==> src/pti_regs.svh <==
/*
  Register indices, field positions, reset values and limit scaling of the
  threshold-detect and interrupt-enable block.
  Assumes a 32-bit Avalon-MM bus: byte address is four times the index.
*/
`ifndef PTI_REGS_SVH
`define PTI_REGS_SVH

// ----------------------------------------------------------------------
// Register indices
// ----------------------------------------------------------------------
`define PTI_IDX_IRQ_STATUS 8'h00
`define PTI_IDX_MEAS_PICK 8'h50
`define PTI_IDX_HYST_CFG 8'h51
`define PTI_IDX_A_HIGH 8'h52
`define PTI_IDX_A_LOW 8'h53
`define PTI_IDX_B_HIGH 8'h54
`define PTI_IDX_B_LOW 8'h55
`define PTI_IDX_IRQ_ENABLE 8'h58

// ----------------------------------------------------------------------
// Field positions
// ----------------------------------------------------------------------
`define PTI_HYST_B_CHAN_BIT 7
`define PTI_HYST_A_CHAN_BIT 6
`define PTI_HYST_TIME_LSB 3
`define PTI_HYST_LEVEL_LSB 0
`define PTI_PICK_B_LSB 4
`define PTI_PICK_A_LSB 0
`define PTI_ST_A_FULL 7
`define PTI_ST_FRAME_RDY 6
`define PTI_ST_DATA_RDY 5
`define PTI_ST_AMBIENT_CANCEL_OVERFLOW_FLAG 4
`define PTI_ST_EXP_OVF 3
`define PTI_ST_THR_B 2
`define PTI_ST_THR_A 1

// ----------------------------------------------------------------------
// Reset values and masks
// ----------------------------------------------------------------------
`define PTI_RST_HIGH 8'hFF
`define PTI_RST_LOW 8'h00
`define PTI_RST_CFG 8'h00
`define PTI_MASK_ENABLE 8'hFE
`define PTI_MASK_HYST 8'hDF
`define PTI_MASK_PICK 8'h77

// ----------------------------------------------------------------------
// Limit scaling: one limit unit is 2048 ADC counts
// ----------------------------------------------------------------------
`define PTI_LIMIT_SHIFT 11
`define PTI_PICK_RESERVED 3'h7

// ----------------------------------------------------------------------
// Consecutive samples needed per run length code
// ----------------------------------------------------------------------
`define PTI_RUN_CODE0 4'h1
`define PTI_RUN_CODE1 4'h2
`define PTI_RUN_CODE2 4'h4
`define PTI_RUN_CODE3 4'h8

`endif

==> src/pti_pkg.sv <==
/*
  Types shared by the threshold-detect and interrupt-enable block.
  Assumes nothing of its surroundings.
*/
`default_nettype none

package pti_pkg;
  typedef logic [7:0] pti_byte_t;
  typedef logic [19:0] pti_adc_t;
  typedef logic [20:0] pti_wide_t;
  typedef logic [2:0] pti_pick_t;
endpackage

`default_nettype wire

==> src/pti_threshold_irq.sv <==
/*
  Two threshold-detect instances, the interrupt status flags, the first
  interrupt enable bank and the active-low interrupt pin, behind an
  Avalon-MM slave with waitrequest.
  Register map, one byte in bits 7:0 of each 32-bit word, byte address
  four times the index:
    0x00 status, write one to clear
    0x50 measurement pick, instance A in 2:0, instance B in 6:4
    0x51 hysteresis: channel selects, run length code, band code
    0x52 instance A high limit
    0x53 instance A low limit
    0x54 instance B high limit
    0x55 instance B low limit
    0x58 interrupt enable, same layout as status
  Assumes samples and event pulses come from logic on clk_i; the
  sequencer, FIFO and ambient cancellation live elsewhere.
*/
// Implementation choice: the Avalon-MM slave port.
// Notes on behaviour
// - channel-select bit picks optical channel one or two
// - need 1, 2, 4 or 8 consecutive out-of-limit samples
// - level band is plus/minus half the magnitude
// - upper byte scaled by 2048 ADC counts
// - upper limit zero disables upper comparison
// - lower byte scaled by 2048 ADC counts
// - lower limit zero disables lower comparison
// - qualified event sets instance status flag
// - almost-full enabled flag drives interrupt pin
// - disabled enable bit hides flag from pin
// - frame-ready enabled flag drives interrupt pin
// - data-ready enabled flag drives interrupt pin
// - ambient overflow enabled flag drives interrupt pin
// - measurement pick zero or seven disables instance
`timescale 1ns/1ps
`default_nettype none
`include "pti_regs.svh"

module pti_threshold_irq #(
  parameter int ADDR_W = 10
) (
  input wire logic clk_i,
  input wire logic reset_n_i,
  // Avalon-MM slave
  input wire logic [ADDR_W-1:0] avs_address_i,
  input wire logic avs_read_i,
  input wire logic avs_write_i,
  input wire logic [3:0] avs_byteenable_i,
  input wire logic [31:0] avs_writedata_i,
  output logic [31:0] avs_readdata_o,
  output logic avs_waitrequest_o,
  // Sample stream from the sequencer
  input wire logic sample_valid_i,
  input wire pti_pkg::pti_pick_t sample_meas_i,
  input wire pti_pkg::pti_adc_t sample_ch1_i,
  input wire pti_pkg::pti_adc_t sample_ch2_i,
  // Event pulses from neighbouring blocks
  input wire logic fifo_almost_full_evt_i,
  input wire logic frame_ready_evt_i,
  input wire logic fifo_data_ready_evt_i,
  input wire logic ambient_cancel_overflow_evt_i,
  input wire logic exposure_overflow_evt_i,
  // Interrupt pin and event strobes
  output logic irq_out_n_o,
  output logic thr_a_event_flag_o,
  output logic thr_b_event_flag_o
);
  import pti_pkg::*;

  // --------------------------------------------------------------------
  // Registers
  // --------------------------------------------------------------------
  pti_byte_t status_reg;
  pti_byte_t status_next;
  pti_byte_t enable_reg;
  pti_byte_t hyst_reg;
  pti_byte_t pick_reg;
  pti_byte_t a_high_reg;
  pti_byte_t a_low_reg;
  pti_byte_t b_high_reg;
  pti_byte_t b_low_reg;
  logic wait_reg;
  logic [31:0] rdata_reg;
  logic irq_n_reg;
  logic [1:0] thr_hit;
  logic [1:0] thr_evt_reg;

  // --------------------------------------------------------------------
  // Bus decode
  // --------------------------------------------------------------------
  logic req;
  logic take;
  logic wr_take;
  logic [7:0] idx;
  pti_byte_t wbyte;
  pti_byte_t rbyte;

  assign req = avs_read_i | avs_write_i;
  assign take = req & ~wait_reg;
  assign wr_take = take & avs_write_i & avs_byteenable_i[0];
  assign idx = avs_address_i[9:2];
  assign wbyte = avs_writedata_i[7:0];

  always_comb begin
    unique case (idx)
      `PTI_IDX_IRQ_STATUS: rbyte = status_reg;
      `PTI_IDX_MEAS_PICK: rbyte = pick_reg;
      `PTI_IDX_HYST_CFG: rbyte = hyst_reg;
      `PTI_IDX_A_HIGH: rbyte = a_high_reg;
      `PTI_IDX_A_LOW: rbyte = a_low_reg;
      `PTI_IDX_B_HIGH: rbyte = b_high_reg;
      `PTI_IDX_B_LOW: rbyte = b_low_reg;
      `PTI_IDX_IRQ_ENABLE: rbyte = enable_reg;
      default: rbyte = 8'h00;
    endcase
  end

  // --------------------------------------------------------------------
  // Bus handshake
  // --------------------------------------------------------------------
  // One wait state: read data are latched while waitrequest is still high
  always_ff @(posedge clk_i) begin
    if (!reset_n_i) begin
      wait_reg <= 1'b1;
    end else if (take) begin
      wait_reg <= 1'b1;
    end else if (req) begin
      wait_reg <= 1'b0;
    end
  end

  always_ff @(posedge clk_i) begin
    if (!reset_n_i) begin
      rdata_reg <= 32'h0000_0000;
    end else if (req && wait_reg) begin
      rdata_reg <= {24'h00_0000, rbyte};
    end
  end

  // --------------------------------------------------------------------
  // Write strobes, one per register
  // --------------------------------------------------------------------
  logic wr_status;
  logic wr_pick;
  logic wr_hyst;
  logic wr_enable;
  logic wr_a_high;
  logic wr_a_low;
  logic wr_b_high;
  logic wr_b_low;

  assign wr_status = wr_take && (idx == `PTI_IDX_IRQ_STATUS);
  assign wr_pick = wr_take && (idx == `PTI_IDX_MEAS_PICK);
  assign wr_hyst = wr_take && (idx == `PTI_IDX_HYST_CFG);
  assign wr_enable = wr_take && (idx == `PTI_IDX_IRQ_ENABLE);
  assign wr_a_high = wr_take && (idx == `PTI_IDX_A_HIGH);
  assign wr_a_low = wr_take && (idx == `PTI_IDX_A_LOW);
  assign wr_b_high = wr_take && (idx == `PTI_IDX_B_HIGH);
  assign wr_b_low = wr_take && (idx == `PTI_IDX_B_LOW);

  // --------------------------------------------------------------------
  // Configuration registers
  // --------------------------------------------------------------------
  // Reserved bits are masked on the way in, so they always read zero
  always_ff @(posedge clk_i) begin
    if (!reset_n_i) begin
      pick_reg <= `PTI_RST_CFG;
    end else if (wr_pick) begin
      pick_reg <= wbyte & `PTI_MASK_PICK;
    end
  end

  always_ff @(posedge clk_i) begin
    if (!reset_n_i) begin
      hyst_reg <= `PTI_RST_CFG;
    end else if (wr_hyst) begin
      hyst_reg <= wbyte & `PTI_MASK_HYST;
    end
  end

  always_ff @(posedge clk_i) begin
    if (!reset_n_i) begin
      enable_reg <= `PTI_RST_CFG;
    end else if (wr_enable) begin
      enable_reg <= wbyte & `PTI_MASK_ENABLE;
    end
  end

  // Limits are not checked for order; a crossed pair is simply compared
  always_ff @(posedge clk_i) begin
    if (!reset_n_i) begin
      a_high_reg <= `PTI_RST_HIGH;
    end else if (wr_a_high) begin
      a_high_reg <= wbyte;
    end
  end

  always_ff @(posedge clk_i) begin
    if (!reset_n_i) begin
      a_low_reg <= `PTI_RST_LOW;
    end else if (wr_a_low) begin
      a_low_reg <= wbyte;
    end
  end

  always_ff @(posedge clk_i) begin
    if (!reset_n_i) begin
      b_high_reg <= `PTI_RST_HIGH;
    end else if (wr_b_high) begin
      b_high_reg <= wbyte;
    end
  end

  always_ff @(posedge clk_i) begin
    if (!reset_n_i) begin
      b_low_reg <= `PTI_RST_LOW;
    end else if (wr_b_low) begin
      b_low_reg <= wbyte;
    end
  end

  // --------------------------------------------------------------------
  // Shared hysteresis settings
  // --------------------------------------------------------------------
  logic [1:0] time_code;
  logic [2:0] level_code;
  logic [3:0] run_needed;
  pti_wide_t half_band;

  assign time_code = hyst_reg[`PTI_HYST_TIME_LSB +: 2];
  assign level_code = hyst_reg[`PTI_HYST_LEVEL_LSB +: 3];

  // Code zero: a single out-of-limit sample is enough
  always_comb begin
    unique case (time_code)
      2'h0: run_needed = `PTI_RUN_CODE0;
      2'h1: run_needed = `PTI_RUN_CODE1;
      2'h2: run_needed = `PTI_RUN_CODE2;
      2'h3: run_needed = `PTI_RUN_CODE3;
    endcase
  end

  always_comb begin
    half_band = 21'h00_0000;
    if (level_code != 3'h0) begin
      half_band = 21'h00_0001 << (level_code - 3'h1);
    end
  end

  // --------------------------------------------------------------------
  // Threshold instances
  // --------------------------------------------------------------------
  pti_byte_t high_byte [2];
  pti_byte_t low_byte [2];
  pti_pick_t pick [2];
  logic chan_sel [2];

  assign high_byte[0] = a_high_reg;
  assign high_byte[1] = b_high_reg;
  assign low_byte[0] = a_low_reg;
  assign low_byte[1] = b_low_reg;
  assign pick[0] = pick_reg[`PTI_PICK_A_LSB +: 3];
  assign pick[1] = pick_reg[`PTI_PICK_B_LSB +: 3];
  assign chan_sel[0] = hyst_reg[`PTI_HYST_A_CHAN_BIT];
  assign chan_sel[1] = hyst_reg[`PTI_HYST_B_CHAN_BIT];

  genvar g;
  generate
    for (g = 0; g < 2; g++) begin : g_thr
      logic active;
      logic mine;
      pti_wide_t value;
      pti_wide_t high_lim;
      pti_wide_t low_lim;
      logic over;
      logic under;
      logic outside;
      logic [3:0] run_reg;

      // Reserved code behaves like code zero
      assign active = (pick[g] != 3'h0) && (pick[g] != `PTI_PICK_RESERVED);
      assign mine = sample_valid_i && active && (sample_meas_i == pick[g]);
      assign value = {1'b0, chan_sel[g] ? sample_ch2_i : sample_ch1_i};
      assign high_lim = {2'b00, high_byte[g], 11'h000} + half_band;
      assign low_lim = {2'b00, low_byte[g], 11'h000} - half_band;
      assign over = (high_byte[g] != 8'h00) && (value > high_lim);
      assign under = (low_byte[g] != 8'h00) && (value < low_lim);
      assign outside = over | under;
      assign thr_hit[g] = mine && outside && ((run_reg + 4'h1) >= run_needed);

      always_ff @(posedge clk_i) begin
        if (!reset_n_i) begin
          run_reg <= 4'h0;
        end else if (!active) begin
          run_reg <= 4'h0;
        end else if (mine) begin
          if (!outside) begin
            run_reg <= 4'h0;
          end else if (thr_hit[g]) begin
            run_reg <= 4'h0;
          end else begin
            run_reg <= run_reg + 4'h1;
          end
        end
      end
    end
  endgenerate

  // --------------------------------------------------------------------
  // Status flags
  // --------------------------------------------------------------------
  pti_byte_t set_vec;
  pti_byte_t clr_vec;

  always_comb begin
    set_vec = 8'h00;
    set_vec[`PTI_ST_A_FULL] = fifo_almost_full_evt_i;
    set_vec[`PTI_ST_FRAME_RDY] = frame_ready_evt_i;
    set_vec[`PTI_ST_DATA_RDY] = fifo_data_ready_evt_i;
    set_vec[`PTI_ST_AMBIENT_CANCEL_OVERFLOW_FLAG] = ambient_cancel_overflow_evt_i;
    set_vec[`PTI_ST_EXP_OVF] = exposure_overflow_evt_i;
    set_vec[`PTI_ST_THR_B] = thr_hit[1];
    set_vec[`PTI_ST_THR_A] = thr_hit[0];
  end

  assign clr_vec = wr_status ? wbyte : 8'h00;
  // Set beats a clear landing in the same cycle
  assign status_next = (status_reg & ~clr_vec) | set_vec;

  // Flags still set while their enable bit is zero
  always_ff @(posedge clk_i) begin
    if (!reset_n_i) begin
      status_reg <= 8'h00;
    end else begin
      status_reg <= status_next;
    end
  end

  always_ff @(posedge clk_i) begin
    if (!reset_n_i) begin
      thr_evt_reg <= 2'b00;
    end else begin
      thr_evt_reg <= thr_hit;
    end
  end

  // --------------------------------------------------------------------
  // Interrupt pin
  // --------------------------------------------------------------------
  pti_byte_t armed;

  assign armed = status_reg & enable_reg;

  // Follows the stored flags, so the pin lags a flag by one cycle
  always_ff @(posedge clk_i) begin
    if (!reset_n_i) begin
      irq_n_reg <= 1'b1;
    end else begin
      irq_n_reg <= ~|armed;
    end
  end

  // --------------------------------------------------------------------
  // Outputs
  // --------------------------------------------------------------------
  assign avs_readdata_o = rdata_reg;
  assign avs_waitrequest_o = wait_reg;
  assign irq_out_n_o = irq_n_reg;
  assign thr_a_event_flag_o = thr_evt_reg[0];
  assign thr_b_event_flag_o = thr_evt_reg[1];

endmodule

`default_nettype wire

==> config.mk <==
export PLATFORM = sky130hd
export DESIGN_NAME = pti_threshold_irq
export DESIGN_NICKNAME = d
export VERILOG_FILES = /design/src/pti_pkg.sv /design/src/pti_threshold_irq.sv
export VERILOG_INCLUDE_DIRS = /design/src
export SDC_FILE = /design/constraint.sdc
export NUM_CORES = 1
export LEC_CHECK = 0
export BUFFER_PORTS_ARGS = -buffer_cell sky130_fd_sc_hd__clkbuf_2
export CAP_MARGIN = 10
export CORE_MARGIN = 2
export CORE_UTILIZATION = 40
export CTS_BUF_LIST = sky130_fd_sc_hd__clkbuf_8
export DETAILED_ROUTE_END_ITERATION = 7
export HOLD_SLACK_MARGIN = 0.03
export SYNTH_ARGS = -nofsm -noshare
export SYNTH_HDL_FRONTEND = slang
export SYNTH_SLANG_ARGS = --single-unit
==> constraint.sdc <==
create_clock -name clk_i -period 6.4 [get_ports clk_i]
set_input_delay 0.64 -clock clk_i [delete_from_list [all_inputs] [get_ports clk_i]]
set_output_delay 0.64 -clock clk_i [all_outputs]
set_load 0.1 [all_outputs]
Word-level counts from Yosys, hierarchy flattened:

Index checks and enable logic that the tools add are counted.
W data, S select, Z words.

* bits in registers: 80
* logic and storage cells: 101
* output and inout port bits: 36
* bits of input ports: 99

* bitwise logic cells: 12
* muxes and demuxes: 10
* reductions and logical operators: 37
* shifts and indexed selects: 1
* order comparisons: 6
* eq/ne operators: 14
* add/subtract/negate cells: 7

Operators with widths (count)
* $pmux W8 S8: 1
* $eq A8 B7 Y1 const B: 7
* $add A19 B21 Y21: 2
* $gt A20 B21 Y1: 2
* $lt A20 B21 Y1: 2
* $sub A19 B21 Y21: 2
* $mux W20: 2
* $reduce_bool A8 Y1: 4
* $logic_and A1 B1 Y1: 23
* $mux W21: 1
* $shl A1 B3 Y21 const A: 1
* $and A8 B8 Y8: 2
* $mux W4: 4
* $pmux W4 S4: 1
* $reduce_bool A3 Y1: 3
* $add A4 B1 Y4 const B: 2
* $ge A4 B4 Y1: 2
* $logic_not A8 Y1: 1
* $mux W8: 1
* $not A8 Y8: 1
* $or A8 B8 Y8: 1
* $reduce_or A8 Y1: 1
* $eq A3 B3 Y1: 2
* $ne A3 B3 Y1 const B: 2
* other kinds (10): 17

Depth between registers and ports, before layout:

* depth in word-level cells: 11
* gate-level depth with buffers: 18
* depth with buffers taken out: 15

Least setup slack after synthesis:

Ideal clock, no wire load.

* kind: register -> register
* start: register hyst_reg[2]
* end: register status_reg[1]
* setup slack: 2.674 ns
* cell stages (with the launch flop): 19
* period minus slack after synthesis: 3.726 ns
* path buffers: 3
* arrival: 3.610 ns
* setup time: 0.116 ns
* required time: 6.284 ns
* cells stage by stage: dfxtp_1 > clkbuf_1 > inv_1 > and3_1 > clkbuf_1 > inv_1 > ha_1 > and3_1 > clkbuf_1 > nor2_1 > xnor2_1 > ha_1 > and4_1 > nor3b_1 > o31ai_1 > a211oi_1 > nor2_1 > or2_0 > a31o_1

* cells in the longest elaborated chain, start to end: 10
* elaborated cells on any way between the ends: 14
* those cells by class: add/sub: 3; order compare: 2; shift: 1; mux: 1; bitwise: 2; reduce/logical: 5

RTL lines
* start: declaration: line pti_threshold_irq.sv:75 `pti_byte_t hyst_reg;`
* start signal: assignment: line pti_threshold_irq.sv:174 `` hyst_reg <= `PTI_RST_CFG; ``
* start signal: assignment: line pti_threshold_irq.sv:176 `` hyst_reg <= wbyte & `PTI_MASK_HYST; ``
* $sub A3 B1 Y3: line pti_threshold_irq.sv:245 `half_band = 21'h00_0001 << (level_code - 3'h1);`
* $shl A1 B3 Y21: line pti_threshold_irq.sv:245
* $mux W21 *: line pti_threshold_irq.sv:244 `if (level_code != 3'h0) begin`
* $add A19 B21 Y21 or $sub A19 B21 Y21 (tied branches): line pti_threshold_irq.sv:283, pti_threshold_irq.sv:284
* $gt A20 B21 Y1 or $lt A20 B21 Y1 (tied branches): line pti_threshold_irq.sv:285, pti_threshold_irq.sv:286
* $logic_and A1 B1 Y1 (on tied branches): line pti_threshold_irq.sv:285, pti_threshold_irq.sv:286
* $or A1 B1 Y1 *: line pti_threshold_irq.sv:287 `assign outside = over | under;`
* $logic_and A1 B1 Y1 * (2 in series): line pti_threshold_irq.sv:288 `assign thr_hit[g] = mine && outside && ((run_reg + 4'h1) >= run_needed);`
* $or A8 B8 Y8 *: line pti_threshold_irq.sv:327 `assign status_next = (status_reg & ~clr_vec) | set_vec;`
* end signal: assignment: line pti_threshold_irq.sv:334 `status_reg <= status_next;`
* end: declaration: line pti_threshold_irq.sv:72 `pti_byte_t status_reg;`

Mark *: on every way between the ends. The rest lies on a longest branch, timed or not.
A chain may end at the register's enable or synchronous reset.

Final worst setup path:

Ends and elaborated chain as after synthesis.

==> run_results.csv <==
group,metric,value,unit
route,met2_length,8.19,mm
layout,final_cell_mix,"nand2_1 (85), ha_1 (85), clkbuf_2 (81)",
route,met3WireLength,833,um
timing,timing.setup.tns,0,ns
die,dieHeight,134,um
timing,finClkSkew,0.0106,ns
yosys,yosysWarnings,0,
grt,grt_overflow,0,
timing,hold-worst-slack,0.436,ns
place,numPortBuffers,81,
layout,utilization,0.449,
worst_setup_path,worstRegToRegCells,15,
worst_setup_path,crit_path_end_kind,"flip-flop",
die,core,0.0166,mm2
status,status,"complete, no violations",
yosys,synthTopCellsByArea,"dfxtp_1 (24%), ha_1 (16%), mux2i_1 (7.1%), mux2_2 (6.1%), nand2_1 (4.7%)",
timing,slew_headroom,0.255,
layout,layout.nets,1052,
power_and_ir_drop,swShare,0.315,
worst_setup_path,cp-start-kind,"flip-flop",
grt,grt_max_degree,74,
timing,worstMarginPinSlew,1.12,ns
power_and_ir_drop,power_leakage,3.20,nW
clocking,path_clk_slew,0.09,ns
layout,drive_gt1_frac,0.173,
place,place_ws,2.18,ns
grt,grt_pass1_vias,5447,
route,drt_iter0_drc,376,
grt,grt.total_usage,0.205,
die,fp.dieW,134,um
timing,rsz0062_at_grt,"false",
power_and_ir_drop,combPwrFrac,0.195,
worst_setup_path,cp.required,6.66,ns
worst_hold_path,hp-class,"flip-flop to flip-flop",
route,wl,18.2,mm
yosys,synth_fa_ha_area_frac,0.157,
route,drc,0,
clocking,cts_root_buf,"clkbuf_8",
worst_setup_path,path_class,"flip-flop to flip-flop",
yosys,synth-edff-count,0,
yosys,yosysSeqAreaShare,0.236,
timing,slew_violations,0,
clocking,clock_latency,0.36,ns
worst_setup_path,crit_fanout,11,
grt,antenna_found_initial,0,
power_and_ir_drop,seq_power_share,0.466,
timing,setup_viol,0,
power_and_ir_drop,powerDensity,145,mW/mm2
clocking,hold_buffers,0,
flow_run,cap_violations,0,
timing,period_minus_slack,4.26,ns
clocking,post_cts_resized,0,
route,wire_per_inst,16.6,um
layout,syn2layout_area_growth,9.62,%
power_and_ir_drop,peakVddDrop,0.136,mV
layout,fillerInstances,1682,
yosys,syn_avg_cell_area,8.36,um2
layout,multi_input_area,0.00484,mm2
route,dr.pass1.iters,6,
clocking,cts_buffers,9,
clocking,htree_levels,3,
yosys,synth_top_area_cell,"dfxtp_1",
yosys,synthMuxAreaShare,0.132,
power_and_ir_drop,pwr-share-clk,0.339,
yosys,synth_simple_gate_area_frac,0.217,
power_and_ir_drop,p_total,1.08,mW
yosys,ys_seq_elements,80,
timing,fmax,235,MHz
route,vias,5871,
yosys,synth_compound_area_frac,0.163,
clocking,clock_path_buffers,2,
worst_hold_path,hold_depth,2,
clocking,cts_tree,"built",
die,initial_utilization,0.409,
power_and_ir_drop,p_switching,0.340,mW
die,rows,47,
timing,hold_viol_final,0,
yosys,synth-xor-area-share,0.0297,
place,hpwl,14.4,mm
power_and_ir_drop,p_int,0.739,mW
yosys,synth_cells,812,
route,top_layer_used,"met4",
route,wl_met1,8.76,mm
timing,setup_ws,2.14,ns
yosys,netlist_area,0.00679,mm2
die,io_pins,135,
route,drtAntennaViolNets,0,
route,viasPerCell,5.37,
place,place.gp.congestion,0.870,
yosys,synth_ff_type,"dfxtp_1",
yosys,async_flop_share,0,
grt,grt_pass1_wl,29.1,mm
yosys,netlist.area_leader.share,0.236,
yosys,synth.distinct_cells,66,
clocking,cts_sinks,80,
die,die-area,0.0180,mm2
clocking,cts_setup_buffers,0,
layout,area.sequential,0.00160,mm2
timing,period_share,0.666,
yosys,synth_top_family_by_area,"simple AND/OR/NAND/NOR gates",
worst_setup_path,crit_arrival,4.53,ns
layout,diodes,0,
==> cells in the mapped netlist (all sizes together), types with 2 or more instances <==
cell type   n
a21o       17
or3         8
a222oi      5
mux2i      48
xnor2      18
a21boi      7
xor2        5
and4        3
o31ai       2
nor3       15
and2       10
nand3      31
buf        28
or3b        2
nand4       6
o211ai     10
nand2      85
a22o        4
nor2b      44
inv        30
a221oi      2
o21ai      40
nand3b      3
dfxtp      80
nand2b      8
a31oi       7
or2         4
a22oi       9
a211oi      7
and3       11
mux2       37
clkbuf     35
nand4b      2
o22ai       7
a21oi      41
nor4       13
nor2       24
conb        2
ha         85
o21bai      2
or4         3
a211o       2
nor3b       2
==> cell type report <==
cell class              instances  share of cell area
clock inverters                 7             0.00874
repair buffers                 84              0.0575
flip-flops and latches         80               0.215
clock buffers                   9              0.0166
well taps                     220              0.0370
multi-input cells             663               0.650
inverters                      30              0.0151
==> cell families (layout without fill, tap and decap cells) <==
logic type                 Yosys count  count (layout)
xor gates and xnor gates            23              23
adders and majority gates           85              85
DFF                                 80              80
muxes                               85              85
other                                2              26
buffers and inverters               93             130
AOI/OAI and AO/OA                  169             169
and+or+nand+nor                    275             275
==> per-layer routing <==
| layer | vias to the layer above | global-route usage |
|---|---|---|
| li1 | 3018 | - |
| met1 | 2671 | 0.287 |
| met2 | 157 | 0.327 |
| met3 | 25 | 0.0265 |
| met4 | 0 | 0.0655 |
| met5 | - | 0 |
==> stage by stage <==
stage	std cells	area (um2)
floorplan	836	6880
global placement	1077	7250
detailed placement	1077	7250
CTS	1093	7440
global route	1093	7440
finish	1093	7440
==> final timing paths <==
path              slack, ns       endpoint           from
hold / removal         0.44  status_reg[0]  status_reg[0]
hold reg to reg        0.44  status_reg[0]  status_reg[0]
setup reg to reg       2.14  status_reg[1]    hyst_reg[2]
setup / recovery       2.14  status_reg[1]    hyst_reg[2]
==> worst max-delay path, stage by stage, from the launching register on <==
cell	delay (ns)
dfxtp_1	0.56
inv_1	0.20
and3_1	0.31
inv_1	0.12
ha_1	0.25
and3_1	0.54
nor2_1	0.11
xnor2_1	0.15
ha_1	0.31
and4_1	0.21
nor3b_1	0.19
o31ai_1	0.12
a211oi_1	0.50
nor2_1	0.10
or2_0	0.26
a31o_1	0.22
==> power groups by stage <==
| stage | logic, mW | clock network (mW) | registers, mW |
|---|---|---|---|
| floorplan | 0.160 | 0 | 0.518 |
| global placement | 0.208 | 0 | 0.515 |
| detailed placement | 0.209 | 0 | 0.515 |
| CTS | 0.210 | 0.375 | 0.503 |
| global route | 0.229 | 0.398 | 0.504 |
| finish | 0.210 | 0.366 | 0.503 |
No activity file was read; power rests on OpenSTA's default activity.
